## src/inc/dcl_defs.svh

```systemverilog
`ifndef DCL_DEFS_SVH
`define DCL_DEFS_SVH
// ----------------------------------------------------------------
// Register offsets (bus word addresses)
// ----------------------------------------------------------------
`define DCL_ADDR_CTRL0   4'h0
`define DCL_ADDR_CTRL1   4'h1
`define DCL_ADDR_STROBE  4'h2
`define DCL_ADDR_CODE    4'h3
`define DCL_ADDR_TRIM    4'h4
`define DCL_ADDR_ROUTE0  4'h5
`define DCL_ADDR_ROUTE2  4'h6
`define DCL_ADDR_ROUTE3  4'h7
`define DCL_ADDR_STATUS  4'h8
// ----------------------------------------------------------------
// Field positions
// ----------------------------------------------------------------
`define DCL_C0_MODE      4
`define DCL_C0_RANGE_HI  3
`define DCL_C0_RANGE_LO  2
`define DCL_C1_SRC       5
`define DCL_C1_RESET     4
`define DCL_C1_FAB_DIR   3
`define DCL_C1_DIR       2
`define DCL_ST_EN        3
`define DCL_ST_SEL_HI    2
// ----------------------------------------------------------------
// Reset values
// ----------------------------------------------------------------
`define DCL_RST_BYTE     8'h00
`define DCL_RST_TRIM     8'h80
// ----------------------------------------------------------------
// Timing: converter update limits at 50 MHz
// ----------------------------------------------------------------
`define DCL_CLK_HZ       50000000
`define DCL_CURRENT_OUTPUT_MODE_SPS     8000000
`define DCL_VOLTAGE_OUTPUT_MODE_SPS     1000000
`define DCL_VDAC4_SPS    250000
`define DCL_CURRENT_OUTPUT_MODE_GAP     ((`DCL_CLK_HZ + `DCL_CURRENT_OUTPUT_MODE_SPS - 1) / `DCL_CURRENT_OUTPUT_MODE_SPS)
`define DCL_VOLTAGE_OUTPUT_MODE_GAP     ((`DCL_CLK_HZ + `DCL_VOLTAGE_OUTPUT_MODE_SPS - 1) / `DCL_VOLTAGE_OUTPUT_MODE_SPS)
`define DCL_VDAC4_GAP    ((`DCL_CLK_HZ + `DCL_VDAC4_SPS - 1) / `DCL_VDAC4_SPS)
`endif

```

## src/inc/dcl_pkg.sv

```systemverilog
package dcl_pkg;
   // Strobe source selection
   typedef enum logic [2:0]
   {
      DCL_STB_BUS    = 3'b000,
      DCL_STB_ACLK0  = 3'b001,
      DCL_STB_ACLK1  = 3'b010,
      DCL_STB_ACLK2  = 3'b011,
      DCL_STB_ACLK3  = 3'b100,
      DCL_STB_FABRIC = 3'b101
   } dcl_stb_src_t;

   // Output mode
   typedef enum logic
   {
      DCL_MODE_VOLT = 1'b0,
      DCL_MODE_CURR = 1'b1
   } dcl_mode_t;

   // Analog-side control bundle
   typedef struct packed
   {
      logic [7:0] code;
      logic [7:0] trim;
      dcl_mode_t  mode;
      logic [1:0] range;
      logic       sink;
      logic       conv_reset;
      logic [7:0] route_vglob;
      logic [7:0] route_vloc;
      logic [7:0] route_mux;
   } dcl_analog_t;
endpackage

```

## src/design/dcl_control.sv

```systemverilog
// Local design decisions: the placing of the registers and the plain strobed port.
`timescale 1ns/1ns
`include "dcl_defs.svh"
module dcl_control
   import dcl_pkg::*;
(
   input  wire logic        ref_clk_i,
   input  wire logic        rst_n_i,
   input  wire logic [3:0]  addr_i,
   input  wire logic [7:0]  wdata_i,
   input  wire logic        wr_i,
   input  wire logic        rd_i,
   output logic      [7:0]  rdata_o,
   input  wire logic [7:0]  fab_code_i,
   input  wire logic        fab_strobe_i,
   input  wire logic        fab_sink_i,
   input  wire logic [3:0]  aclk_i,
   output dcl_analog_t      analog_o,
   output logic             update_o,
   output logic             rate_err_o
);
   // ----------------------------------------------------------------
   // Registers
   // ----------------------------------------------------------------
   logic [7:0] ctrl0_r, ctrl0_nxt;
   logic [7:0] ctrl1_r, ctrl1_nxt;
   logic [7:0] stb_r, stb_nxt;
   logic [7:0] code_r, code_nxt;
   logic [7:0] trim_r, trim_nxt;
   logic [7:0] rt0_r, rt0_nxt;
   logic [7:0] rt2_r, rt2_nxt;
   logic [7:0] rt3_r, rt3_nxt;
   logic [7:0] rdata_r, rdata_nxt;
   logic       bus_wr_stb;

   // Read decode shared by the read port
   function automatic logic [7:0] rd_mux(input logic [3:0] a, input logic [7:0] st);
      case (a)
         `DCL_ADDR_CTRL0:  rd_mux = ctrl0_r;
         `DCL_ADDR_CTRL1:  rd_mux = ctrl1_r;
         `DCL_ADDR_STROBE: rd_mux = stb_r;
         `DCL_ADDR_CODE:   rd_mux = code_r;
         `DCL_ADDR_TRIM:   rd_mux = trim_r;
         `DCL_ADDR_ROUTE0: rd_mux = rt0_r;
         `DCL_ADDR_ROUTE2: rd_mux = rt2_r;
         `DCL_ADDR_ROUTE3: rd_mux = rt3_r;
         `DCL_ADDR_STATUS: rd_mux = st;
         default:          rd_mux = 8'h00;
      endcase
   endfunction

   // Register writes; unmapped addresses are ignored
   always_comb
   begin
      ctrl0_nxt = ctrl0_r;
      ctrl1_nxt = ctrl1_r;
      stb_nxt   = stb_r;
      code_nxt  = code_r;
      trim_nxt  = trim_r;
      rt0_nxt   = rt0_r;
      rt2_nxt   = rt2_r;
      rt3_nxt   = rt3_r;
      if (wr_i)
      begin
         case (addr_i)
            `DCL_ADDR_CTRL0:  ctrl0_nxt = wdata_i;
            `DCL_ADDR_CTRL1:  ctrl1_nxt = wdata_i;
            `DCL_ADDR_STROBE: stb_nxt   = wdata_i;
            `DCL_ADDR_CODE:   code_nxt  = wdata_i;
            `DCL_ADDR_TRIM:   trim_nxt  = wdata_i;
            `DCL_ADDR_ROUTE0: rt0_nxt   = wdata_i;
            `DCL_ADDR_ROUTE2: rt2_nxt   = wdata_i;
            `DCL_ADDR_ROUTE3: rt3_nxt   = wdata_i;
            default:          ;
         endcase
      end
   end

   // Bus write strobe: any write to the code register
   assign bus_wr_stb = wr_i && (addr_i == `DCL_ADDR_CODE);

   always_ff @(posedge ref_clk_i or negedge rst_n_i)
   begin
      if (!rst_n_i)
      begin
         ctrl0_r <= `DCL_RST_BYTE;
         ctrl1_r <= `DCL_RST_BYTE;
         stb_r   <= `DCL_RST_BYTE;
         code_r  <= `DCL_RST_BYTE;
         trim_r  <= `DCL_RST_TRIM;
         rt0_r   <= `DCL_RST_BYTE;
         rt2_r   <= `DCL_RST_BYTE;
         rt3_r   <= `DCL_RST_BYTE;
      end
      else
      begin
         ctrl0_r <= ctrl0_nxt;
         ctrl1_r <= ctrl1_nxt;
         stb_r   <= stb_nxt;
         code_r  <= code_nxt;
         trim_r  <= trim_nxt;
         rt0_r   <= rt0_nxt;
         rt2_r   <= rt2_nxt;
         rt3_r   <= rt3_nxt;
      end
   end

   // ----------------------------------------------------------------
   // Pin synchronisers for fabric and analog clock strobes
   // ----------------------------------------------------------------
   logic [5:0] sync1_r, sync2_r, sync3_r;
   logic [5:0] sync1_nxt;
   logic [7:0] fab1_r, fab2_r;

   // Only the second and third stages are read by logic
   assign sync1_nxt = {fab_sink_i, fab_strobe_i, aclk_i};

   always_ff @(posedge ref_clk_i or negedge rst_n_i)
   begin
      if (!rst_n_i)
      begin
         sync1_r <= 6'h00;
         sync2_r <= 6'h00;
         sync3_r <= 6'h00;
         fab1_r  <= 8'h00;
         fab2_r  <= 8'h00;
      end
      else
      begin
         sync1_r <= sync1_nxt;
         sync2_r <= sync1_r;
         sync3_r <= sync2_r;
         fab1_r  <= fab_code_i;
         fab2_r  <= fab1_r;
      end
   end

   // ----------------------------------------------------------------
   // Strobe selection and update
   // ----------------------------------------------------------------
   logic [7:0] sel_code;
   logic       stb_edge;
   logic       stb_en;
   logic       do_update;
   logic [7:0] hold_r, hold_nxt;
   logic       upd_r, upd_nxt;

   // Data source select: fabric bus needs external arbitration
   assign sel_code = ctrl1_r[`DCL_C1_SRC] ? fab2_r : code_r;
   assign stb_en   = stb_r[`DCL_ST_EN];

   // Rising edges of synchronised strobes; bus strobe is already a pulse
   always_comb
   begin
      case (dcl_stb_src_t'(stb_r[`DCL_ST_SEL_HI:0]))
         DCL_STB_BUS:    stb_edge = bus_wr_stb;
         DCL_STB_ACLK0:  stb_edge = sync2_r[0] & ~sync3_r[0];
         DCL_STB_ACLK1:  stb_edge = sync2_r[1] & ~sync3_r[1];
         DCL_STB_ACLK2:  stb_edge = sync2_r[2] & ~sync3_r[2];
         DCL_STB_ACLK3:  stb_edge = sync2_r[3] & ~sync3_r[3];
         DCL_STB_FABRIC: stb_edge = sync2_r[4] & ~sync3_r[4];
         default:        stb_edge = 1'b0;
      endcase
   end

   // Held code follows the strobe, or tracks the source when unstrobed
   assign do_update = stb_en ? stb_edge : (hold_r != sel_code);

   always_comb
   begin
      hold_nxt = hold_r;
      upd_nxt  = 1'b0;
      if (ctrl1_r[`DCL_C1_RESET])
         hold_nxt = 8'h00;
      else if (do_update)
      begin
         // Bus strobe writes the new code in the same cycle
         hold_nxt = (stb_en && bus_wr_stb && !ctrl1_r[`DCL_C1_SRC]) ? wdata_i : sel_code;
         upd_nxt  = 1'b1;
      end
   end

   always_ff @(posedge ref_clk_i or negedge rst_n_i)
   begin
      if (!rst_n_i)
      begin
         hold_r <= 8'h00;
         upd_r  <= 1'b0;
      end
      else
      begin
         hold_r <= hold_nxt;
         upd_r  <= upd_nxt;
      end
   end

   // ----------------------------------------------------------------
   // Update rate monitor: flags updates faster than the converter allows, except in the 4 V range, where the limit is capped at 63 cycles
   // ----------------------------------------------------------------
   logic [5:0] gap_r, gap_nxt;
   logic       err_r, err_nxt;
   logic [5:0] min_gap;

   // Limit depends on mode and range; the monitor only reports, never drops
   always_comb
   begin
      if (ctrl0_r[`DCL_C0_MODE])
         min_gap = 6'(`DCL_CURRENT_OUTPUT_MODE_GAP);
      else if (ctrl0_r[`DCL_C0_RANGE_LO])
         min_gap = 6'h3F;             // 4 V range, capped counter
      else
         min_gap = 6'(`DCL_VOLTAGE_OUTPUT_MODE_GAP);
      gap_nxt = (gap_r != 6'h3F) ? gap_r + 6'h01 : gap_r;
      err_nxt = err_r;
      if (upd_r)
      begin
         gap_nxt = 6'h00;
         if (gap_r < min_gap - 6'h01)
            err_nxt = 1'b1;
      end
      if (rd_i && addr_i == `DCL_ADDR_STATUS && !(upd_r && gap_r < min_gap - 6'h01))
         err_nxt = 1'b0;   // Set wins over clear on read
   end

   always_ff @(posedge ref_clk_i or negedge rst_n_i)
   begin
      if (!rst_n_i)
      begin
         gap_r <= 6'h3F;
         err_r <= 1'b0;
      end
      else
      begin
         gap_r <= gap_nxt;
         err_r <= err_nxt;
      end
   end

   // ----------------------------------------------------------------
   // Read port: data one cycle after the strobe
   // ----------------------------------------------------------------
   assign rdata_nxt = rd_i ? rd_mux(addr_i, {6'h00, err_r, upd_r}) : 8'h00;

   always_ff @(posedge ref_clk_i or negedge rst_n_i)
   begin
      if (!rst_n_i)
         rdata_r <= 8'h00;
      else
         rdata_r <= rdata_nxt;
   end

   // ----------------------------------------------------------------
   // Analog-side outputs
   // ----------------------------------------------------------------
   // Linear code drive; the mirrors scale it, so steps stay monotonic
   always_comb
   begin
      analog_o.code        = hold_r;
      analog_o.trim        = trim_r;
      analog_o.mode        = dcl_mode_t'(ctrl0_r[`DCL_C0_MODE]);
      analog_o.range       = ctrl0_r[`DCL_C0_RANGE_HI:`DCL_C0_RANGE_LO];
      analog_o.sink        = ctrl1_r[`DCL_C1_FAB_DIR] ? sync2_r[5]
                                                      : ctrl1_r[`DCL_C1_DIR];
      analog_o.conv_reset  = ctrl1_r[`DCL_C1_RESET];
      analog_o.route_vglob = rt0_r;
      analog_o.route_vloc  = rt2_r;
      analog_o.route_mux   = rt3_r;
   end

   assign rdata_o    = rdata_r;
   assign update_o   = upd_r;
   assign rate_err_o = err_r;
endmodule

```

## config.mk

```make
export PLATFORM = sky130hd
export DESIGN_NAME = dcl_control
export DESIGN_NICKNAME = d
export VERILOG_FILES = /design/src/inc/dcl_pkg.sv /design/src/design/dcl_control.sv
export VERILOG_INCLUDE_DIRS = /design/src /design/src/inc
export SDC_FILE = /design/constraint.sdc
export NUM_CORES = 1
export LEC_CHECK = 0
export BUFFER_PORTS_ARGS = -buffer_cell sky130_fd_sc_hd__buf_2
export CORE_MARGIN = 2
export CORE_UTILIZATION = 51
export DETAILED_ROUTE_END_ITERATION = 8
export GPL_ROUTABILITY_DRIVEN = 0
export GPL_TIMING_DRIVEN = 0
export PLACE_DENSITY = 0.76
export SLEW_MARGIN = 10
export SYNTH_ARGS = -nofsm -noshare
export SYNTH_HDL_FRONTEND = slang
export SYNTH_SLANG_ARGS = --single-unit
```

## constraint.sdc

```tcl
create_clock -name ref_clk_i -period 3.99 [get_ports ref_clk_i]
set_input_delay 0.1995 -clock ref_clk_i [delete_from_list [all_inputs] [get_ports ref_clk_i]]
set_output_delay 0.1995 -clock ref_clk_i [all_outputs]
set_load 0.05 [all_outputs]
```

* After elaboration in Yosys (flattened, before gate mapping) *
Index checks and enable logic that the tools add are counted.

word-level totals
  bits in latches = 0
  bits of input ports = 30
  memory bits (writable) = 0
  memory bits (read-only) = 0
  word-level logic and storage cells = 87
  output and inout port bits = 55
  register bits after elaboration = 121
  memories kept = 0

cells by class
  mux-type cells = 18
  shift-type cells = 0
  bitwise operators = 10
  multiply operators = 0
  reduce and logical (&&, ||, !) cells = 23
  equality and inequality tests = 15
  divide/modulo/power cells = 0
  add/sub/neg operators = 2
  order comparisons = 1

operator list
  cell                                                                count
  8-bit case mux with 9 select lines                                  1
  8-bit 2-to-1 mux                                                    5
  6-bit 2-to-1 mux                                                    3
  2-bit AND reduction                                                 9
  4-bit by 3-bit == test with 1-bit output, second input constant     4
  4-bit by 2-bit == test with 1-bit output, second input constant     2
  8-bit != test                                                       1
  2-bit nonzero test                                                  4
  1-bit 2-to-1 mux                                                    7
  6-bit by 1-bit adder with 6-bit output, second input constant       1
  3-bit by 2-bit == test with 1-bit output, second input constant     2
  3-bit == test, second input constant                                2
  1-bit logical AND                                                   6
  6-bit less-than comparator                                          1
  6-bit != test, second input constant                                1
  1-bit case mux with 6 select lines                                  1
  6-bit by 1-bit subtractor with 6-bit output, second input constant  1
  1-bit AND                                                           5
  1-bit inverter                                                      5
  4-bit by 1-bit == test with 1-bit output, second input constant     1
  4-bit == test, second input constant                                1
  4-bit zero test                                                     1
  4-bit 2-to-1 mux                                                    1
  3-bit by 1-bit == test with 1-bit output, second input constant     1
  2 further kinds                                                     3

* Longest topological paths before layout *
Gate-level depths: netlist (run 1).

  word-level depth = 9
  gate-level depth with buffers = 7
  mapped depth without buffers = 7

* Worst setup path after synthesis (run 1) *
Ideal clock, no wire load.

  kind = register to register
  start point = reg hold_r[7]
  end point = reg hold_r[0]
  cell stages (with the launch flop) = 6
  data arrival time = 1.626 ns
  setup time = 0.079 ns
  path slack = 2.285 ns
  required time = 3.911 ns
  buffers on the path = 1
  clock period less this slack = 1.705 ns
  cell sequence = dfrtp_1 -> xor2_1 -> nand4_1 -> o41ai_2 -> buf_6 -> mux2i_1

on the way
  longest elaborated chain between the ends = 3

RTL lines
  what                          RTL line            source
  from (decl)                   dcl_control.sv:145  logic [7:0] hold_r, hold_nxt;
  from (signal assigned)        dcl_control.sv:192  hold_r <= hold_nxt;
  8-bit != test                 dcl_control.sv:167  assign do_update = stb_en ? stb_edge : (hold_r != sel_code);
  1-bit 2-to-1 mux              dcl_control.sv:167
  2-bit nonzero test (no line)  n/a

Every way passes these cells.
A chain may end at the register's enable or synchronous reset.

* Final worst setup path (run 1) *
  start point = reg ctrl1_r[5]
  end point = reg hold_r[3]

on the way
  longest elaborated chain between the ends = 5
  elaborated cells between the ends (all ways) = 9
  those cells by class = 1 x eq/ne; 5 x mux; 3 x reduce/logical

RTL lines
  what                                                                      RTL line           source
  from (decl)                                                               dcl_control.sv:26  logic [7:0] ctrl1_r, ctrl1_nxt;
  from (signal assigned)                                                    dcl_control.sv:87  ctrl1_r <= `DCL_RST_BYTE;
  from (signal assigned)                                                    dcl_control.sv:98  ctrl1_r <= ctrl1_nxt;
  parallel branches: the longest is 5 deep, another holds 8-bit 2-to-1 mux  n/a

Parallel ways; which one is timed is not known. The select of a mux whose other input is x is not followed.

==> results.json, run 1 <==
{
  "p_clk_share_pct": 34.5,
  "ff_latch_area_sq_mm": 0.00304,
  "fin_tns_setup_ns": 0,
  "utilization_pct": 66.1,
  "synthTopCellsByArea": "dfrtp_1, mux2_2, mux2i_1",
  "slew_headroom_pct": 58.6,
  "timing.fmax_ghz": 0.517,
  "seqPwrFrac_pct": 36.5,
  "dpl.cell_count": 640,
  "r2r_end": "hold_r[3]$_DFFE_PN0P_",
  "start_kind": "flop",
  "dr.pass1.iters": 4,
  "cts_made_buffers": 17,
  "hold_viol_final": 0,
  "grt_antenna_before_repair": 0,
  "grt_pass1_vias": 4023,
  "cts_buffer_depth": 2,
  "critPathMaxStageDelay_ns": 0.36,
  "final_antenna_net_count": 0,
  "p_sw_share_pct": 36.2,
  "start_util_pct": 52.7,
  "cts_resized": 0,
  "tightest_slew_ns": 0.615,
  "arrival_ns": 2.38,
  "hold_path_class": "input port to flop",
  "hpwlAfterDp_microns": 8780,
  "vdd_drop_max_v": 0.000428,
  "post_drt_via_cell_ratio": 5.62,
  "synth_top_cell_area_share_pct": 52.2,
  "chipWidth_microns": 108,
  "synth_area_leader_cell": "dfrtp_1",
  "grt_usage_pct": 23.8,
  "via_count": 3867,
  "crit_start": "ctrl1_r[5]$_DFFE_PN0P_",
  "coreArea_sq_mm": 0.0104,
  "dominantRegCellSynth": "dfrtp_1",
  "reg2reg_setup_slack_ns": 2.06,
  "synth_fp_nets": 457,
  "wl_microns": 12900,
  "synth_seq_area_share_pct": 55.5,
  "area_delta_synth_final_pct": 25.4,
  "pre_cts_ws_ns": 2.04,
  "p_leak_nw": 3.19,
  "die_area_sq_mm": 0.0116,
  "ios": 85,
  "path_cells": "buf_6 > mux2i_1 > xor2_1 > nand4_1 > o41ai_2 > buf_6 > mux2i_1",
  "num_rows": 37,
  "power_density_mw_per_mm2": 668,
  "drcViolationCount": 0,
  "p_sw_mw": 1.66,
  "p_total_mw": 4.58,
  "hold_end": "rdata_o[7]$_DFF_PN0_",
  "finalMaxSlewViolations": 0,
  "rsz0062_at_grt": "no",
  "fin_crit_sh_pct": 48.5,
  "synth-async-reset-ratio_pct": 100,
  "grt_pass1_wl_microns": 20500,
  "skew_ns": 0.0103,
  "final_cell_count_no_fill": 688,
  "tritoncts": "done",
  "wl_per_cell_microns": 18.8,
  "die_y_microns": 108,
  "post-cts-setup-buffer-count": 0,
  "crit_slowest_cell": "o41ai_2",
  "p_int_mw": 2.92,
  "grt_remaining_overflow": 0,
  "synthCells": 421,
  "finalNetCount": 575,
  "clkTransAtPathRegs_ns": 0.06,
  "mappedNetlistArea_sq_mm": 0.00547,
  "h-tree-depth": 4,
  "first_iter_violations": 216,
  "end_kind": "flop",
  "layout-drive-gt1-share_pct": 41.7,
  "synth_edf_count": 0,
  "worstSkewPairLatency_ns": 0.53,
  "antenna_cells": 0,
  "path_class": "flop to flop",
  "design_area_sq_mm": 0.00686,
  "whs_ns": 0.0354,
  "hold_depth": 4,
  "syn_area_per_cell_sq_um": 13.0,
  "cp_max_fo": 9,
  "min_period_ns": 1.93,
  "reg2reg_depth": 7,
  "combPwrFrac_pct": 29.0,
  "yosysWarnings": 0,
  "required_ns": 4.44,
  "fill_cells": 796,
  "multi_input_area_sq_mm": 0.00225,
  "finalSetupViolCount": 0,
  "hp-start": "addr_i[2]",
  "clock-sinks": 121,
  "ys_ff_latch": 121,
  "portBuffers": 82,
  "clockRootBuffer": "clkbuf_8",
  "setup_ws_ns": 2.06,
  "maxCapViolCount": 0,
  "grt_max_degree": 75,
  "outcome": "finished clean",
  "place_area_sq_mm": 0.00608,
  "r2r_start": "ctrl1_r[5]$_DFFE_PN0P_",
  "yosys.cell_types.count": 51
}
## power by group through the flow
stage                     Clock, mW  Sequential (mW)  Combinational [mW]
after global placement            0             1.67                1.28
after floorplan                   0             2.05               0.582
after global routing           1.66             1.70                1.42
after CTS                      1.61             1.67                1.33
after detailed placement          0             1.69                1.31
final                          1.58             1.67                1.33
## worst max-delay path, delay by kind of cell (launching register included)
family / cells / cell delay [ns]
AOI/OAI and AO/OA: 1 / 0.36
muxes: 2 / 0.47
buffers and inverters: 2 / 0.37
DFF: 1 / 0.34
xor gates and xnor gates: 1 / 0.17
and+or+nand+nor: 1 / 0.14
## state kept, by name, indices dropped and copies added (netlist names), 8 cells and up
| signal | cells |
|---|---|
| fab1_r | 8 |
| ctrl1_r | 8 |
| ctrl0_r | 8 |
| rt2_r | 8 |
| stb_r | 8 |
| code_r | 8 |
| hold_r | 8 |
| rt0_r | 8 |
| fab2_r | 8 |
| trim_r | 8 |
| rt3_r | 8 |
| rdata_o | 8 |
## routing by layer
| metal | routed length, microns | global-route usage, % | share of wire, % | vias to the layer above |
|---|---|---|---|---|
| met2 | 6430 | 38.3 | 50 | 156 |
| met3 | 790 | 6.36 | 6.1 | 28 |
| li1 | - | - | - | 1755 |
| met5 | 0 | 0 | 0 | - |
| met1 | 5440 | 29.7 | 42 | 1928 |
| met4 | 276 | 11.4 | 2.1 | 0 |
## cell type report
cell class	instances	share of cell area, %
buffer	23	2.12
sequential	121	44.3
multi-input combinational	267	32.8
clock inverter	14	2.72
inverter	10	0.547
clock buffer	18	6.24
tap	136	2.48
timing repair buffer	99	8.81
## synthesized netlist by cell type, drive strengths merged (3+ instances only)
master	instances
nand3	7
nor2	19
mux2	76
a22o	3
o21ai	19
nor2b	8
xor2	7
clkbuf	3
and3	4
a2bb2oi	3
dfrtp	114
dfstp	7
a22oi	5
mux4	4
nand2	13
nor3	6
nand3b	4
inv	10
buf	20
a21oi	18
nand2b	11
ha	6
mux2i	27
## kinds of logic after synthesis
family	after synthesis	synth area share, %
muxes	107	22.2
adders and majority gates	6	1.37
buffers and inverters	33	3.34
xor gates and xnor gates	9	1.44
DFF	121	55.5
and+or+nand+nor	81	8.31
AOI/OAI and AO/OA	64	7.76
## worst max-delay path by stage
stage	to	slack, ns	depth (start not counted)
4_1_cts	hold_r[3]$_DFFE_PN0P_	2.00	7
6_report	hold_r[3]$_DFFE_PN0P_	2.06	7
2_1_floorplan	hold_r[0]$_DFFE_PN0P_	2.28	5
3_3_place_gp	rdata_o[0]$_DFF_PN0_	1.34	1
3_5_place_dp	hold_r[6]$_DFFE_PN0P_	2.04	7
5_1_grt	hold_r[1]$_DFFE_PN0P_	1.91	7
## placed cells by master (no fill, tap or decap), types with 4 or more instances in the layout
cell type | synthesis | routed
dlygate4sd3_1 | 0 | 16
xor2_1 | 7 | 7
nor3_1 | 6 | 6
nand2_1 | 13 | 13
mux2i_1 | 27 | 27
a22oi_1 | 5 | 5
ha_1 | 6 | 6
inv_1 | 10 | 10
nand2b_1 | 11 | 11
nor2b_1 | 8 | 8
buf_2 | 11 | 92
inv_6 | 0 | 4
buf_4 | 4 | 4
o21ai_0 | 18 | 18
a21oi_1 | 18 | 18
buf_6 | 4 | 5
clkbuf_16 | 0 | 16
dfrtp_1 | 114 | 114
mux2_2 | 76 | 76
nor2_1 | 16 | 16
dfstp_2 | 7 | 7
nand3_1 | 7 | 7
and3_1 | 4 | 4
clkinv_4 | 0 | 4
nand3b_1 | 4 | 4
mux4_2 | 4 | 4
## repair_timing
item | 4_1_cts | 5_1_grt
endpoints found under the setup margin | 0 | 0
endpoints found under the hold margin | 63 | 0
hold buffers | 16 | 0
No activity file was read; power rests on OpenSTA's default activity.
==> inputs of run 2 (changes only) <==
--- a/config.mk
+++ b/config.mk
@@ -6,6 +6,7 @@
 export SDC_FILE = /design/constraint.sdc
 export NUM_CORES = 1
 export LEC_CHECK = 0
+export ABC_AREA = 1
 export BUFFER_PORTS_ARGS = -buffer_cell sky130_fd_sc_hd__buf_2
 export CORE_MARGIN = 2
 export CORE_UTILIZATION = 51
==> constraint.sdc (replaced) <==
create_clock -name ref_clk_i -period 1.9 [get_ports ref_clk_i]
set_input_delay 0.095 -clock ref_clk_i [delete_from_list [all_inputs] [get_ports ref_clk_i]]
set_output_delay 0.095 -clock ref_clk_i [all_outputs]
set_load 0.05 [all_outputs]
==> run 2 against run 1 <==
Compared with the run above: area after synthesis shrank 3.8%; cell count grew 26%; first-iteration DRC count grew 84%; fmax grew 16%; via count grew 20%; synthesized cell count grew 40%; clock-buffer cell count grew 3; critical path depth grew 4; global-route usage grew 1.9 points; setup slack lost 1.8 ns; critical path type unchanged; largest cell class unchanged.
==> results.json, run 2 <==
{
  "outcome": "finished clean",
  "final_cell_mix": "nand2_1, dfrtp_1, buf_2",
  "dr.pass1.iters": 5,
  "grt_pass1_wl_microns": 22100,
  "r2r_end": "hold_r[6]$_DFFE_PN0P_",
  "power_density_mw_per_mm2": 1340,
  "grt_antenna_before_repair": 0,
  "die_y_microns": 106,
  "grt_max_degree": 66,
  "hold_path_class": "input port to flop",
  "cts_buffer_depth": 2,
  "vdd_drop_max_v": 0.000811,
  "start_kind": "flop",
  "crit_slowest_cell": "dfrtp_1",
  "ys_ff_latch": 121,
  "grt_pass1_vias": 4582,
  "post-cts-setup-buffer-count": 0,
  "reg2reg_setup_slack_ns": 0.24,
  "synthTopCellsByArea": "dfrtp_1, nand2_1, o21ai_0",
  "synth_area_leader_cell": "dfrtp_1",
  "r2r_start": "ctrl1_r[5]$_DFFE_PN0P_",
  "tightest_slew_ns": 0.521,
  "hold_end": "ctrl0_r[5]$_DFFE_PN0P_",
  "fin_crit_sh_pct": 87.6,
  "finalSetupViolCount": 0,
  "cp_max_fo": 10,
  "first_iter_violations": 397,
  "slew_headroom_pct": 65.3,
  "antenna_cells": 0,
  "chipWidth_microns": 106,
  "syn_area_per_cell_sq_um": 8.92,
  "ios": 85,
  "finalNetCount": 751,
  "reg2reg_depth": 11,
  "grt_usage_pct": 25.6,
  "synth_most_common_cell": "nand2_1",
  "path_cells": "buf_6 > buf_6 > nand2_2 > nand2_1 > nand2_1 > nand3_1 > nor2_2 > nand3_4 > nand2_4 > nand3_1 > nand2_1",
  "synth_edf_count": 0,
  "clkTransAtPathRegs_ns": 0.06,
  "critPathTopFamily": "simple AND/OR/NAND/NOR gates",
  "p_total_mw": 9.01,
  "end_kind": "flop",
  "dpl.cell_count": 810,
  "synth_seq_area_share_pct": 57.7,
  "synth-async-reset-ratio_pct": 100,
  "grt_remaining_overflow": 0,
  "mappedNetlistArea_sq_mm": 0.00526,
  "wl_microns": 13500,
  "min_period_ns": 1.66,
  "clockRootBuffer": "clkbuf_8",
  "start_util_pct": 51.7,
  "skew_ns": 0.00692,
  "tritoncts": "done",
  "yosysWarnings": 0,
  "coreArea_sq_mm": 0.0102,
  "timing.fmax_ghz": 0.601,
  "hp-start": "wdata_i[5]",
  "fin_tns_setup_ns": 0,
  "arrival_ns": 2.12,
  "maxCapViolCount": 0,
  "final_antenna_net_count": 0,
  "cp_common_cell": "nand2_1",
  "critPathMaxStageDelay_ns": 0.37,
  "synthCells": 590,
  "path_class": "flop to flop",
  "yosys.cell_types.count": 38,
  "hpwlAfterDp_microns": 9150,
  "final_cell_count_no_fill": 864,
  "h-tree-depth": 4,
  "worstSkewPairLatency_ns": 0.52,
  "wl_per_cell_microns": 15.7,
  "synth_fp_nets": 626,
  "finalMaxSlewViolations": 0,
  "clock-sinks": 121,
  "die_area_sq_mm": 0.0111,
  "hold_depth": 3,
  "cp_num_buf_inv": 2,
  "p_leak_nw": 3.39,
  "via_count": 4629,
  "hold_viol_final": 0,
  "synthTopCellsByCount": "nand2_1, dfrtp_1, o21ai_0",
  "path_depth": 11,
  "synth_top_cell_area_share_pct": 54.2,
  "layout-drive-gt1-share_pct": 22.0,
  "drcViolationCount": 0,
  "rsz0062_at_grt": "no",
  "final_common_cell": "nand2_1",
  "dominantRegCellSynth": "dfrtp_1",
  "num_rows": 37,
  "portBuffers": 83,
  "post_drt_via_cell_ratio": 5.36,
  "required_ns": 2.36,
  "area_delta_synth_final_pct": 27.3,
  "cts_made_buffers": 17
}
## run 2: changes by cell type after synthesis, sizes merged, moves of 5 or more
cell	before	now
nand2	13	202
mux2	76	0
o21ai	19	89
inv	10	50
mux2i	27	0
nand3	7	26
nand2b	11	0
nand4	2	12
nor2	19	28
nor2b	8	0
xor2	7	1
a22oi	5	0
buf	20	15
## run 2: logic make-up after synthesis
kind of cell             count (synthesis)  synth area share, %
flip-flops                             121                 57.7
XOR/XNOR                                 1                0.166
adder cells (fa/ha/maj)                  6                 1.43
AO/OA/AOI/OAI                          119                 12.0
AND/OR/NAND/NOR                        272                 22.6
buffers and inverters                   71                 6.06
## run 2: how the worst max path moves through the flow
stage | endpoint | startpoint
3_5_place_dp | gap_r[1]$_DFFE_PN1P_ | gap_r[0]$_DFFE_PN1P_
5_1_grt | hold_r[3]$_DFFE_PN0P_ | ctrl1_r[5]$_DFFE_PN0P_
6_report | hold_r[6]$_DFFE_PN0P_ | ctrl1_r[5]$_DFFE_PN0P_
2_1_floorplan | analog_o[25] | ctrl1_r[3]$_DFFE_PN0P_
4_1_cts | gap_r[1]$_DFFE_PN1P_ | gap_r[0]$_DFFE_PN1P_
3_3_place_gp | ctrl0_r[2]$_DFFE_PN0P_ | rst_n_i
## run 2: metal layers
layer | up-vias | GRT usage [%] | routed length, microns
met5 | - | 0 | 0
met3 | 28 | 6.00 | 999
met1 | 2224 | 33.6 | 5610
met2 | 208 | 41.1 | 6600
met4 | 0 | 11.2 | 332
li1 | 2169 | - | -
## run 2: through the flow
stage / setup WS (ns) / cell area, sq um / util, % / hold WS [ns]
after floorplan: 0.314 / 5260 / - / -0.201
after global placement: -0.630 / 5850 / 57.4 / 0.202
after detailed placement: 0.157 / 5880 / 57.7 / 0.0947
after CTS: 0.144 / 6700 / 65.7 / 0.0185
after global routing: 0.106 / 6700 / 65.8 / 0.0331
final: 0.236 / 6700 / 65.8 / 0.0263
## run 2: worst min-delay path, stage by stage
cell     delay (ns)
buf_2          0.07
inv_1          0.16
o21ai_1        0.18
## run 2: area by class of cell
cell class | instances | area, sq um
plain buffers | 17 | 114
repair buffers | 106 | 669
fillers | 827 | 3480
clock buffers | 21 | 449
inverters | 54 | 205
well taps | 136 | 170
clock inverters | 11 | 145
multi-input cells | 398 | 1910
flip-flops and latches | 121 | 3040
## run 2: what timing repair did
action	4_1_cts	5_1_grt
gates resized for setup	0	1
setup endpoints to repair	0	2
hold buffers	22	0
hold endpoints to repair	96	0
## run 2: where the power goes
| group | switching [mW] | internal [mW] | total, mW |
|---|---|---|---|
| sequential | 0.378 | 3.02 | 3.40 |
| combinational | 1.74 | 0.653 | 2.40 |
| clock | 1.15 | 2.06 | 3.21 |
| total | 3.27 | 5.74 | 9.01 |
